==> src/logic/tcp_pkg.sv <==
// shared constants and types of the timer/counter with shared prescaler
package tcp_pkg;

	// =====================================================================
	// register map
	localparam int ADDR_W = 8;
	localparam int DATA_W = 8;
	localparam logic [ADDR_W-1:0] ADDR_COUNT = 8'h01;
	localparam logic [ADDR_W-1:0] ADDR_IRQ_CTRL = 8'h0b;
	localparam logic [ADDR_W-1:0] ADDR_OPTION = 8'h81;

	// =====================================================================
	// field positions
	localparam int OPT_CS_BIT = 5;
	localparam int OPT_EDGE_BIT = 4;
	localparam int OPT_PSA_BIT = 3;
	localparam int OPT_RATIO_LSB = 0;
	localparam int RATIO_W = 3;
	localparam int IRQ_EN_BIT = 5;
	localparam int IRQ_FLAG_BIT = 2;

	// =====================================================================
	// reset values
	localparam logic [DATA_W-1:0] OPTION_RST = 8'hff;
	localparam logic [DATA_W-1:0] COUNT_RST = 8'h00;
	localparam logic [DATA_W-1:0] COUNT_MAX = 8'hff;

	// =====================================================================
	// timing
	localparam int CLK_PERIOD_NS = 4;
	localparam int Q_PER_INSTR = 4;
	localparam int INSTR_TIME_NS = Q_PER_INSTR * CLK_PERIOD_NS;
	localparam int INHIBIT_INSTR = 2;
	localparam int INHIBIT_CYC = INHIBIT_INSTR * INSTR_TIME_NS / CLK_PERIOD_NS;
	localparam int INH_W = 4;
	localparam int PSC_W = 8;

	typedef enum logic [3:0] {
		TCP_Q1 = 4'h1,
		TCP_Q2 = 4'h2,
		TCP_Q3 = 4'h4,
		TCP_Q4 = 4'h8
	} tcp_phase_e;

endpackage

==> src/logic/tcp_presc_if.sv <==
// link between the timer core and the shared prescaler
`timescale 1ns/100ps
interface tcp_presc_if;
	import tcp_pkg::*;
	logic clr;
	logic run;
	logic in_level;
	logic [RATIO_W-1:0] ratio;
	logic out_tmr;
	logic out_wdt;
	logic [PSC_W-1:0] cnt;
	modport ctl (output clr, output run, output in_level, output ratio,
		input out_tmr, input out_wdt, input cnt);
	modport psc (input clr, input run, input in_level, input ratio,
		output out_tmr, output out_wdt, output cnt);
endinterface

==> src/logic/tcp_prescaler.sv <==
// shared 8-bit prescaler, counts rising edges of its input level
`timescale 1ns/100ps
module tcp_prescaler #(
	parameter int W = tcp_pkg::PSC_W
) (
	input wire logic mclk,
	input wire logic rst,
	tcp_presc_if.psc pif
);
	import tcp_pkg::*;

	logic in_prev_ff;
	logic [W-1:0] cnt_ff;

	function automatic logic sel_bit(input logic [W-1:0] v, input int idx);
		return v[idx];
	endfunction

	// =====================================================================
	// edge counter
	always_ff @(posedge mclk) begin
		if (rst) begin
			in_prev_ff <= 1'h0;
		end else begin
			in_prev_ff <= pif.in_level;
		end
	end

	// a tap of a binary counter is a square wave: same result as a ripple chain
	always_ff @(posedge mclk) begin
		if (rst || pif.clr) begin
			cnt_ff <= '0;
		end else if (pif.run && pif.in_level && !in_prev_ff) begin
			cnt_ff <= cnt_ff + 1'h1;
		end
	end

	assign pif.cnt = cnt_ff;
	assign pif.out_tmr = sel_bit(cnt_ff, int'(pif.ratio));
	assign pif.out_wdt = (pif.ratio == '0) ? pif.in_level : sel_bit(cnt_ff, int'(pif.ratio) - 1);

	// =====================================================================
	// checks
	property p_psc_clear;
		@(posedge mclk) disable iff (rst) pif.clr |=> (cnt_ff == '0);
	endproperty
	a_psc_clear: assert property (p_psc_clear) else $error("prescaler not cleared");

	property p_psc_step;
		@(posedge mclk) disable iff (rst)
		(pif.run && pif.in_level && !in_prev_ff && !pif.clr) |=> (cnt_ff == $past(cnt_ff) + 1'h1);
	endproperty
	a_psc_step: assert property (p_psc_step) else $error("prescaler missed an edge");

endmodule

==> src/logic/tcp_q_sampler.sv <==
// samples a level only in the second and fourth phase of each cycle
`timescale 1ns/100ps
module tcp_q_sampler (
	input wire logic mclk,
	input wire logic rst,
	input wire logic level,
	input wire logic sample_en,
	output logic rise
);
	logic samp_ff;
	logic prev_ff;

	always_ff @(posedge mclk) begin
		if (rst) begin
			samp_ff <= 1'h0;
		end else if (sample_en) begin
			samp_ff <= level;
		end
	end

	always_ff @(posedge mclk) begin
		if (rst) begin
			prev_ff <= 1'h0;
		end else begin
			prev_ff <= samp_ff;
		end
	end

	assign rise = samp_ff && !prev_ff;

	property p_sample_phase;
		@(posedge mclk) disable iff (rst) $changed(samp_ff) |-> $past(sample_en);
	endproperty
	a_sample_phase: assert property (p_sample_phase) else $error("sample outside phase");

endmodule

==> src/logic/tcp_top.sv <==
// 8-bit timer/counter with prescaler shared with the watchdog
// How it works
// - timer mode counts every instruction cycle
// - write to count stalls two cycles
// - counter mode counts chosen pin edge
// - one prescaler, assignment bit picks owner
// - ratio field and assignment set division
// - wrap from max to zero sets flag
// - enable bit gates the interrupt request
// - no counting while asleep
// - timer bypasses prescaler when it is assigned to the watchdog; watchdog gives no timeout when it is not
// - sample path at phases two and four
// - extra delay after synchronising edge
// - prescaler divides into a symmetric output
// - 8-bit prescaler serves only one owner
// - count write clears prescaler when assigned
// - watchdog clear clears prescaler when assigned
`timescale 1ns/100ps
module tcp_top (
	input wire logic mclk,
	input wire logic rst,
	input wire logic [tcp_pkg::ADDR_W-1:0] reg_addr,
	input wire logic [tcp_pkg::DATA_W-1:0] reg_wdata,
	input wire logic reg_wr,
	input wire logic reg_rd,
	output logic [tcp_pkg::DATA_W-1:0] reg_rdata,
	input wire logic count_input_pin,
	input wire logic sleep,
	input wire logic watchdog_clear_instr,
	input wire logic wdt_tick,
	output logic timer_irq,
	output logic wdt_timeout
);
	import tcp_pkg::*;

	tcp_phase_e phase_ff;
	logic [DATA_W-1:0] option_ff;
	logic [DATA_W-1:0] count_ff;
	logic overflow_irq_enable_ff;
	logic overflow_flag_ff;
	logic [INH_W-1:0] inh_cnt_ff;
	logic path_prev_ff;
	logic ext_delay_ff;
	logic wdt_prev_ff;
	logic [DATA_W-1:0] rdata_ff;
	logic irq_ff;
	logic wdt_timeout_ff;

	logic wr_count;
	logic wr_option;
	logic wr_irq_ctrl;
	logic clock_source_select;
	logic count_edge_select;
	logic prescaler_assignment;
	logic [RATIO_W-1:0] prescale_ratio_field;
	logic sample_en;
	logic instr_level;
	logic src_level;
	logic path_level;
	logic tmr_rise;
	logic sync_rise;
	logic cnt_ev;
	logic inc_go;
	logic wrap;

	tcp_presc_if pif ();

	function automatic logic addr_hit(input logic [ADDR_W-1:0] a, input logic [ADDR_W-1:0] t);
		return a == t;
	endfunction

	function automatic logic [DATA_W-1:0] rd_mux(input logic [ADDR_W-1:0] a,
		input logic [DATA_W-1:0] cnt, input logic [DATA_W-1:0] opt,
		input logic en, input logic flg);
		logic [DATA_W-1:0] v;
		v = '0;
		if (addr_hit(a, ADDR_COUNT)) begin
			v = cnt;
		end else if (addr_hit(a, ADDR_OPTION)) begin
			v = opt;
		end else if (addr_hit(a, ADDR_IRQ_CTRL)) begin
			v[IRQ_EN_BIT] = en;
			v[IRQ_FLAG_BIT] = flg;
		end
		return v;
	endfunction

	// =====================================================================
	// register decode
	assign wr_count = reg_wr && addr_hit(reg_addr, ADDR_COUNT);
	assign wr_option = reg_wr && addr_hit(reg_addr, ADDR_OPTION);
	assign wr_irq_ctrl = reg_wr && addr_hit(reg_addr, ADDR_IRQ_CTRL);
	assign clock_source_select = option_ff[OPT_CS_BIT];
	assign count_edge_select = option_ff[OPT_EDGE_BIT];
	assign prescaler_assignment = option_ff[OPT_PSA_BIT];
	assign prescale_ratio_field = option_ff[OPT_RATIO_LSB +: RATIO_W];

	// =====================================================================
	// instruction phases
	always_ff @(posedge mclk) begin
		if (rst) begin
			phase_ff <= TCP_Q1;
		end else begin
			unique case (phase_ff)
				TCP_Q1: phase_ff <= TCP_Q2;
				TCP_Q2: phase_ff <= TCP_Q3;
				TCP_Q3: phase_ff <= TCP_Q4;
				TCP_Q4: phase_ff <= TCP_Q1;
			endcase
		end
	end

	assign sample_en = (phase_ff == TCP_Q2) || (phase_ff == TCP_Q4);
	assign instr_level = (phase_ff == TCP_Q3) || (phase_ff == TCP_Q4);

	// =====================================================================
	// clock source and prescaler routing
	// falling edge select just inverts the pin so one rising detector serves both
	assign src_level = clock_source_select ? (count_input_pin ^ count_edge_select) : instr_level;

	assign pif.in_level = prescaler_assignment ? wdt_tick : src_level;
	assign pif.run = !sleep;
	assign pif.ratio = prescale_ratio_field;
	assign pif.clr = (wr_count && !prescaler_assignment)
		|| (watchdog_clear_instr && prescaler_assignment);

	assign path_level = prescaler_assignment ? src_level : pif.out_tmr;

	tcp_prescaler #(
		.W(PSC_W)
	) u_presc (
		.mclk(mclk),
		.rst(rst),
		.pif(pif.psc)
	);

	// =====================================================================
	// edge paths
	always_ff @(posedge mclk) begin
		if (rst) begin
			path_prev_ff <= 1'h0;
		end else begin
			path_prev_ff <= path_level;
		end
	end

	assign tmr_rise = path_level && !path_prev_ff;

	tcp_q_sampler u_samp (
		.mclk(mclk),
		.rst(rst),
		.level(path_level),
		.sample_en(sample_en),
		.rise(sync_rise)
	);

	// one more stage after synchronising, as the real counter lags its edge
	always_ff @(posedge mclk) begin
		if (rst) begin
			ext_delay_ff <= 1'h0;
		end else begin
			ext_delay_ff <= sync_rise;
		end
	end

	assign cnt_ev = clock_source_select ? ext_delay_ff : tmr_rise;

	// =====================================================================
	// write inhibit
	always_ff @(posedge mclk) begin
		if (rst) begin
			inh_cnt_ff <= '0;
		end else if (wr_count) begin
			inh_cnt_ff <= INH_W'(INHIBIT_CYC);
		end else if (inh_cnt_ff != '0) begin
			inh_cnt_ff <= inh_cnt_ff - 1'h1;
		end
	end

	assign inc_go = cnt_ev && (inh_cnt_ff == '0) && !sleep;
	assign wrap = inc_go && !wr_count && (count_ff == COUNT_MAX);

	// =====================================================================
	// count register
	// a write in the same cycle as an increment wins: software sees its value
	always_ff @(posedge mclk) begin
		if (rst) begin
			count_ff <= COUNT_RST;
		end else if (wr_count) begin
			count_ff <= reg_wdata;
		end else if (inc_go) begin
			count_ff <= count_ff + 1'h1;
		end
	end

	// =====================================================================
	// control registers
	always_ff @(posedge mclk) begin
		if (rst) begin
			option_ff <= OPTION_RST;
		end else if (wr_option) begin
			option_ff <= reg_wdata;
		end
	end

	always_ff @(posedge mclk) begin
		if (rst) begin
			overflow_irq_enable_ff <= 1'h0;
		end else if (wr_irq_ctrl) begin
			overflow_irq_enable_ff <= reg_wdata[IRQ_EN_BIT];
		end
	end

	// set beats a software clear in the same cycle; only software clears it
	always_ff @(posedge mclk) begin
		if (rst) begin
			overflow_flag_ff <= 1'h0;
		end else if (wrap) begin
			overflow_flag_ff <= 1'h1;
		end else if (wr_irq_ctrl) begin
			overflow_flag_ff <= reg_wdata[IRQ_FLAG_BIT];
		end
	end

	always_ff @(posedge mclk) begin
		if (rst) begin
			irq_ff <= 1'h0;
		end else begin
			irq_ff <= overflow_flag_ff && overflow_irq_enable_ff;
		end
	end

	// =====================================================================
	// watchdog side of the prescaler
	always_ff @(posedge mclk) begin
		if (rst) begin
			wdt_prev_ff <= 1'h0;
			wdt_timeout_ff <= 1'h0;
		end else begin
			wdt_prev_ff <= pif.out_wdt;
			wdt_timeout_ff <= prescaler_assignment && pif.out_wdt && !wdt_prev_ff;
		end
	end

	// =====================================================================
	// read port
	always_ff @(posedge mclk) begin
		if (rst) begin
			rdata_ff <= '0;
		end else if (reg_rd) begin
			rdata_ff <= rd_mux(reg_addr, count_ff, option_ff, overflow_irq_enable_ff,
				overflow_flag_ff);
		end else begin
			rdata_ff <= '0;
		end
	end

	assign reg_rdata = rdata_ff;
	assign timer_irq = irq_ff;
	assign wdt_timeout = wdt_timeout_ff;

	// =====================================================================
	// checks
	logic [INH_W-1:0] gap_ff;
	logic tmr_steady;

	assign tmr_steady = !clock_source_select && prescaler_assignment && !sleep
		&& (inh_cnt_ff == '0) && !reg_wr
		&& (path_prev_ff == ((phase_ff == TCP_Q4) || (phase_ff == TCP_Q1))); // edge history settled

	always_ff @(posedge mclk) begin
		if (rst || !tmr_steady || inc_go) begin
			gap_ff <= '0;
		end else if (gap_ff != '1) begin
			gap_ff <= gap_ff + 1'h1;
		end
	end

	property p_timer_rate;
		@(posedge mclk) disable iff (rst) gap_ff < INH_W'(Q_PER_INSTR);
	endproperty
	a_timer_rate: assert property (p_timer_rate) else $error("timer missed a cycle");

	property p_write_inhibit;
		@(posedge mclk) disable iff (rst) wr_count |=> (!inc_go) [*8];
	endproperty
	a_write_inhibit: assert property (p_write_inhibit) else $error("count during inhibit");

	property p_wrap_flag;
		@(posedge mclk) disable iff (rst) wrap |=> (overflow_flag_ff && count_ff == '0);
	endproperty
	a_wrap_flag: assert property (p_wrap_flag) else $error("wrap did not set flag");

	property p_irq_mask;
		@(posedge mclk) disable iff (rst) !overflow_irq_enable_ff |=> !timer_irq;
	endproperty
	a_irq_mask: assert property (p_irq_mask) else $error("masked irq raised");

	property p_irq_on;
		@(posedge mclk) disable iff (rst)
		(overflow_flag_ff && overflow_irq_enable_ff) |=> timer_irq;
	endproperty
	a_irq_on: assert property (p_irq_on) else $error("enabled irq missing");

	property p_sleep_hold;
		@(posedge mclk) disable iff (rst)
		(sleep && !wr_count) |=> (count_ff == $past(count_ff));
	endproperty
	a_sleep_hold: assert property (p_sleep_hold) else $error("counted in sleep");

	property p_ext_delay;
		@(posedge mclk) disable iff (rst)
		(clock_source_select && sync_rise && !wr_option) |=>
			(inc_go || sleep || inh_cnt_ff != '0);
	endproperty
	a_ext_delay: assert property (p_ext_delay) else $error("synced edge lost");

	property p_clr_by_write;
		@(posedge mclk) disable iff (rst) (wr_count && !prescaler_assignment) |=> (pif.cnt == '0);
	endproperty
	a_clr_by_write: assert property (p_clr_by_write) else $error("write left prescaler");

	property p_clr_by_wdt;
		@(posedge mclk) disable iff (rst)
		(watchdog_clear_instr && prescaler_assignment) |=> (pif.cnt == '0);
	endproperty
	a_clr_by_wdt: assert property (p_clr_by_wdt) else $error("watchdog clear missed");

	property p_no_wdt_post;
		@(posedge mclk) disable iff (rst) !prescaler_assignment |=> !wdt_timeout;
	endproperty
	a_no_wdt_post: assert property (p_no_wdt_post) else $error("watchdog tick while owned");

endmodule
==> config.mk <==
export PLATFORM = sky130hd
export DESIGN_NAME = tcp_top
export DESIGN_NICKNAME = d
export VERILOG_FILES = /design/src/logic/tcp_pkg.sv /design/src/logic/tcp_presc_if.sv /design/src/logic/tcp_prescaler.sv /design/src/logic/tcp_q_sampler.sv /design/src/logic/tcp_top.sv
export SDC_FILE = /design/constraint.sdc
export NUM_CORES = 1
export LEC_CHECK = 0
export ABC_CLOCK_PERIOD_IN_PS = 1850
export BUFFER_PORTS_ARGS = -buffer_cell sky130_fd_sc_hd__buf_2
export CAP_MARGIN = 0
export CORE_AREA = 4 4 95 97
export DETAILED_ROUTE_END_ITERATION = 6
export DIE_AREA = 0 0 99 101
export PLACE_DENSITY = 0.6
export SLEW_MARGIN = 20
export SYNTH_ARGS = -nofsm -noshare
export SYNTH_HDL_FRONTEND = slang
export SYNTH_SLANG_ARGS = --single-unit
==> constraint.sdc <==
create_clock -name mclk -period 1.85 [get_ports mclk]
set_input_delay 0.0925 -clock mclk [delete_from_list [all_inputs] [get_ports mclk]]
set_output_delay 0.0925 -clock mclk [all_outputs]
set_load 0.005 [all_outputs]
==> results_tabular.tex <==
\begin{tabular}{lr}
\hline
Metric & Value \\
\hline
\multicolumn{2}{l}{\textbf{Status}} \\
\quad Outcome & finished with violations \\
\quad Violations in the final reports & setup timing \\
\multicolumn{2}{l}{\textbf{STA}} \\
\quad Minimum clock period & 1.93 ns \\
\quad Final count of negative-setup-slack endpoints & 5 \\
\quad Max Clk Rate & 519 MHz \\
\quad Post-Route Setup TNS & -0.191 ns \\
\quad Setup slack of the critical path after layout & -0.0755 ns \\
\quad Max-slew violation count & 0 \\
\quad Portion of the clock cycle consumed by the worst path in the final layout & 1.04 \\
\quad Transition time of the tightest slew-check pin & 0.439 ns \\
\quad Worst clock skew on the final layout & around 0.020 ns \\
\quad Worst Hold Margin & 0.0202 ns \\
\quad Unrepaired setup endpoints after global routing & true \\
\quad Hold Fails Final Rpt & 0 \\
\quad Tightest slew margin relative to the limit & 0.706 \\
\multicolumn{2}{l}{\textbf{Global routing}} \\
\quad Global-route wire length before repair & 10.5 mm \\
\quad Via count of the first global-routing pass & around 2.1k \\
\quad Residual overflow from global routing & 0 \\
\quad Pin count of the biggest net entering global routing & 20 \\
\quad Global-route usage over all layers & 0.131 \\
\quad Number of antenna violations at the first check in global routing & 0 \\
\multicolumn{2}{l}{\textbf{Finish}} \\
\quad Filler cell count & approximately 810 \\
\quad Fraction of final layout cells with drive strength greater than 1 & 0.326 \\
\quad Synthesis-to-finish area growth & 30.9\% \\
\quad Final Net Count & between 300 and 400 \\
\quad Sequential cell area in the final layout & 1010 µm² \\
\quad Cell area after layout & 3140 µm² \\
\quad Antenna diodes & 0 \\
\quad Total area of multi-input combinational cells & 1430 µm² \\
\quad Post-Layout Cell Count & between 400 and 500 \\
\multicolumn{2}{l}{\textbf{Power}} \\
\quad Maximum VDD drop & 0.000300 V \\
\quad Portion of total power attributed to combinational logic & 0.191 \\
\quad Power density over the cells & 720 nW/µm² \\
\quad Sequential cell fraction of total power & 0.518 \\
\quad Sw frac & 0.286 \\
\quad Total Power & 2.26 mW \\
\quad Internal power & roughly 1.6 mW \\
\quad Portion of total power attributed to the clock network & 0.291 \\
\quad Pleak & 1.37 nW \\
\quad Switch Pwr & 0.646 mW \\
\multicolumn{2}{l}{\textbf{Logic synthesis}} \\
\quad Fraction of synthesized cell area in xor and xnor cells & 0.0548 \\
\quad Sequential-to-total area share from yosys stat & 0.418 \\
\quad Yosys warning total & 0 \\
\quad Number of enable-type register cells in the synthesized netlist & 0 \\
\quad Combinational family with the most area after synthesis & simple AND/OR/NAND/NOR gates \\
\quad Register bit count reported by yosys & 50 \\
\quad Share of synthesized cell area in and, or, nand and nor gates & 0.279 \\
\quad Fraction of synthesis flops using an asynchronous set or reset pin & 0 \\
\quad Synth Area in Compound Gates & 0.116 \\
\quad Number of distinct library cells after synthesis & 45 \\
\quad Syn\_area\_per\_cell & 8.88 µm² \\
\quad Synthesized Nets & 300 \\
\quad Post-Syn Instances & 270 \\
\quad Multiplexer area fraction after synthesis & 0.0725 \\
\quad Most common flop cell mapped by yosys & dfxtp\_1 \\
\quad Area share of fa/ha/maj cells after synthesis & 0.0313 \\
\quad Synthesized cell area & 2400 µm² \\
\multicolumn{2}{l}{\textbf{Route}} \\
\quad Residual DRC & 0 \\
\quad First-pass DRT Iterations & 4 \\
\quad Detailed router's first-iteration violation count & around 140 \\
\quad Remaining number of nets flagged by the antenna check after routing & 0 \\
\quad Number of vias after detailed routing & between 2k and 2.5k \\
\quad Vias per cell & 4.98 \\
\quad Routed wirelength normalized by instance count & $\sim$14 µm \\
\quad Wire length reported by the detailed router & 6.36 mm \\
\multicolumn{2}{l}{\textbf{Critical path}} \\
\quad Largest driver fanout on the critical path & 3 \\
\quad Data arrival, critical path & 2.17 ns \\
\quad Startpoint kind of the worst setup timing path & register \\
\quad Crit. End Element & register \\
\quad Biggest cell delay along the critical path & between 0.5 and 0.6 ns \\
\quad Cell-by-cell listing of the critical path & inv\_2 > ha\_4 > nor4b\_4 > o211ai\_1 > or4\_1 > a2bb2oi\_2 > o22ai\_1 \\
\quad Start-to-end type of the worst setup path & register to register \\
\quad Data required time at the worst endpoint & 2.09 ns \\
\quad Slowest CP cell & or4\_1 \\
\multicolumn{2}{l}{\textbf{Place}} \\
\quad Placed instance area & 2900 µm² \\
\quad Routability congestion estimate from global placement & 0.884 \\
\quad Post-DP HPWL & 4.72 mm \\
\quad Count of input and output buffers & 33 \\
\quad Post-Place Cells & 431 \\
\multicolumn{2}{l}{\textbf{Clocking}} \\
\quad CTS tree & built \\
\quad Clock transition at the register clock pins on the worst setup and hold paths after CTS & 0.10 ns \\
\quad Clk sinks & 50 \\
\quad Post-CTS Hold Buffers & 0 \\
\quad Number of buffers inserted during clock tree synthesis & 5 \\
\quad H-tree lvl count & 2 \\
\quad Later-pin clock latency in the skew report & 0.32 ns \\
\quad Clk Tree Root Cell & clkbuf\_8 \\
\quad CTS Buffer Depth & 2 \\
\multicolumn{2}{l}{\textbf{Die}} \\
\quad Chip height & between 100 and 150 µm \\
\quad Floorplan Core Area & about 8100 µm² \\
\quad DIE AREA & approximately 10000 µm² \\
\quad Top-Level Pins & 34 \\
\quad Core Rows & 33 \\
\quad Starting density of the core & 0.295 \\
\quad Die boundary width & 99 µm \\
\multicolumn{2}{l}{\textbf{Min path}} \\
\quad Hold Path Class & input port to register \\
\multicolumn{2}{l}{\textbf{Flow run}} \\
\quad Number of max-capacitance violations reported & 0 \\
\hline
\end{tabular}
per-stage QoR:
step           setup WS, ns  utilization
6_report            -0.0755        0.386
2_1_floorplan       -0.0940            -
3_3_place_gp        -0.0411        0.357
4_1_cts             -0.0762        0.372
3_5_place_dp         -0.113        0.357
5_1_grt              -0.191        0.386
critical path, delay by kind of cell (launching register included):
kind | cells | cell delay, ns
and+or+nand+nor | 2 | 0.76
AOI/OAI and AO/OA | 3 | 0.55
DFF | 1 | 0.34
adders and majority gates | 1 | 0.14
buffers and inverters | 1 | 0.07
routing by layer:
metal / part of all wire / GRT usage / vias to the layer above
met5: 0 / 0 / -
met4: 0.011 / 0.0389 / 0
met3: 0.056 / 0.0242 / 7
met2: 0.48 / 0.210 / 59
met1: 0.45 / 0.178 / 1046
li1: - / - / 1102
power groups by stage:
stage	combinational (mW)	sequential (mW)	clock [mW]
after floorplan	0.235	1.18	0
after global placement	0.361	1.18	0
after detailed placement	0.365	1.18	0
after CTS	0.373	1.16	0.669
after global routing	0.497	1.18	0.717
final	0.431	1.17	0.658
synthesized netlist by cell type (2+ instances only):
| master | number | area, µm² |
|---|---|---|
| mux4_2 | 2 | 45.0 |
| mux2i_1 | 5 | 50.1 |
| and3b_1 | 2 | 17.5 |
| o211ai_1 | 2 | 15.0 |
| and2_1 | 4 | 25.0 |
| nand4_1 | 3 | 18.8 |
| nor2b_1 | 3 | 18.8 |
| inv_1 | 9 | 33.8 |
| and2_2 | 2 | 15.0 |
| xnor2_1 | 4 | 35.0 |
| ha_1 | 6 | 75.1 |
| xor2_1 | 11 | 96.3 |
| nand3_1 | 30 | 150 |
| o21ai_0 | 2 | 10.0 |
| a222oi_1 | 3 | 30.0 |
| nand2_1 | 33 | 124 |
| nor3_1 | 7 | 35.0 |
| nor2_1 | 30 | 113 |
| clkbuf_1 | 8 | 30.0 |
| mux4_1 | 2 | 52.6 |
| dfxtp_1 | 50 | 1000 |
| a21oi_1 | 8 | 40.0 |
| a31oi_1 | 2 | 12.5 |
| a22oi_1 | 11 | 82.6 |
| or3_1 | 4 | 25.0 |
| and3_1 | 8 | 50.1 |
cell type report:
cell class | count | share of cell area
Sequential cell | 50 | 0.322
Timing Repair Buffer | 71 | 0.144
Multi-Input combinational cell | 202 | 0.454
Tap cell | 105 | 0.0419
Clock buffer | 5 | 0.0219
Inverter | 9 | 0.0108
Clock inverter | 3 | 0.00598
worst paths after layout:
kind | startpoint | endpoint | slack, ns | cells past startpoint
setup / recovery | inh_cnt_ff[1]$_SDFFE_PP0P_ | count_ff[7]$_SDFFE_PP0P_ | -0.08 | 7
hold / removal | reg_wdata[3] | count_ff[3]$_SDFFE_PP0P_ | 0.02 | 3
setup reg to reg | inh_cnt_ff[1]$_SDFFE_PP0P_ | count_ff[7]$_SDFFE_PP0P_ | -0.08 | 7
hold reg to reg | u_samp.prev_ff$_SDFF_PP0_ | ext_delay_ff$_SDFF_PP0_ | 0.39 | 1
cell usage in the layout, fill, tap and decap left out, drive strengths merged, types with 4 or more instances in the layout:
| master | Yosys | routed |
|---|---|---|
| a21oi | 8 | 8 |
| a22oi | 11 | 11 |
| and2 | 6 | 6 |
| and3 | 8 | 8 |
| buf | 1 | 71 |
| clkbuf | 8 | 5 |
| dfxtp | 50 | 50 |
| ha | 6 | 6 |
| inv | 9 | 10 |
| mux2i | 5 | 5 |
| mux4 | 4 | 4 |
| nand2 | 34 | 34 |
| nand3 | 30 | 30 |
| nor2 | 30 | 30 |
| nor3 | 7 | 7 |
| or3 | 4 | 4 |
| xnor2 | 4 | 4 |
| xor2 | 11 | 11 |
flip-flops by register name, summed over array words and instances (netlist names), 4 cells and up:
register / cells
phase_ff: 4
reg_rdata: 8
inh_cnt_ff: 4
count_ff: 8
u_presc.pif.cnt: 8
option_ff: 8
cells by family after synthesis:
| family | count (synthesis) |
|---|---|
| mux | 11 |
| compound gates | 36 |
| flops | 50 |
| simple gates | 134 |
| xor+xnor | 15 |
| fa+ha+maj | 6 |
| buf+inv | 18 |
what timing repair did:
| action | CTS | global route |
|---|---|---|
| setup endpoints to repair | 10 | 13 |
| setup buffers | 3 | 3 |
| resized for setup | 9 | 17 |
| pin swaps | 3 | 9 |
(Power assumes the default switching activity.)
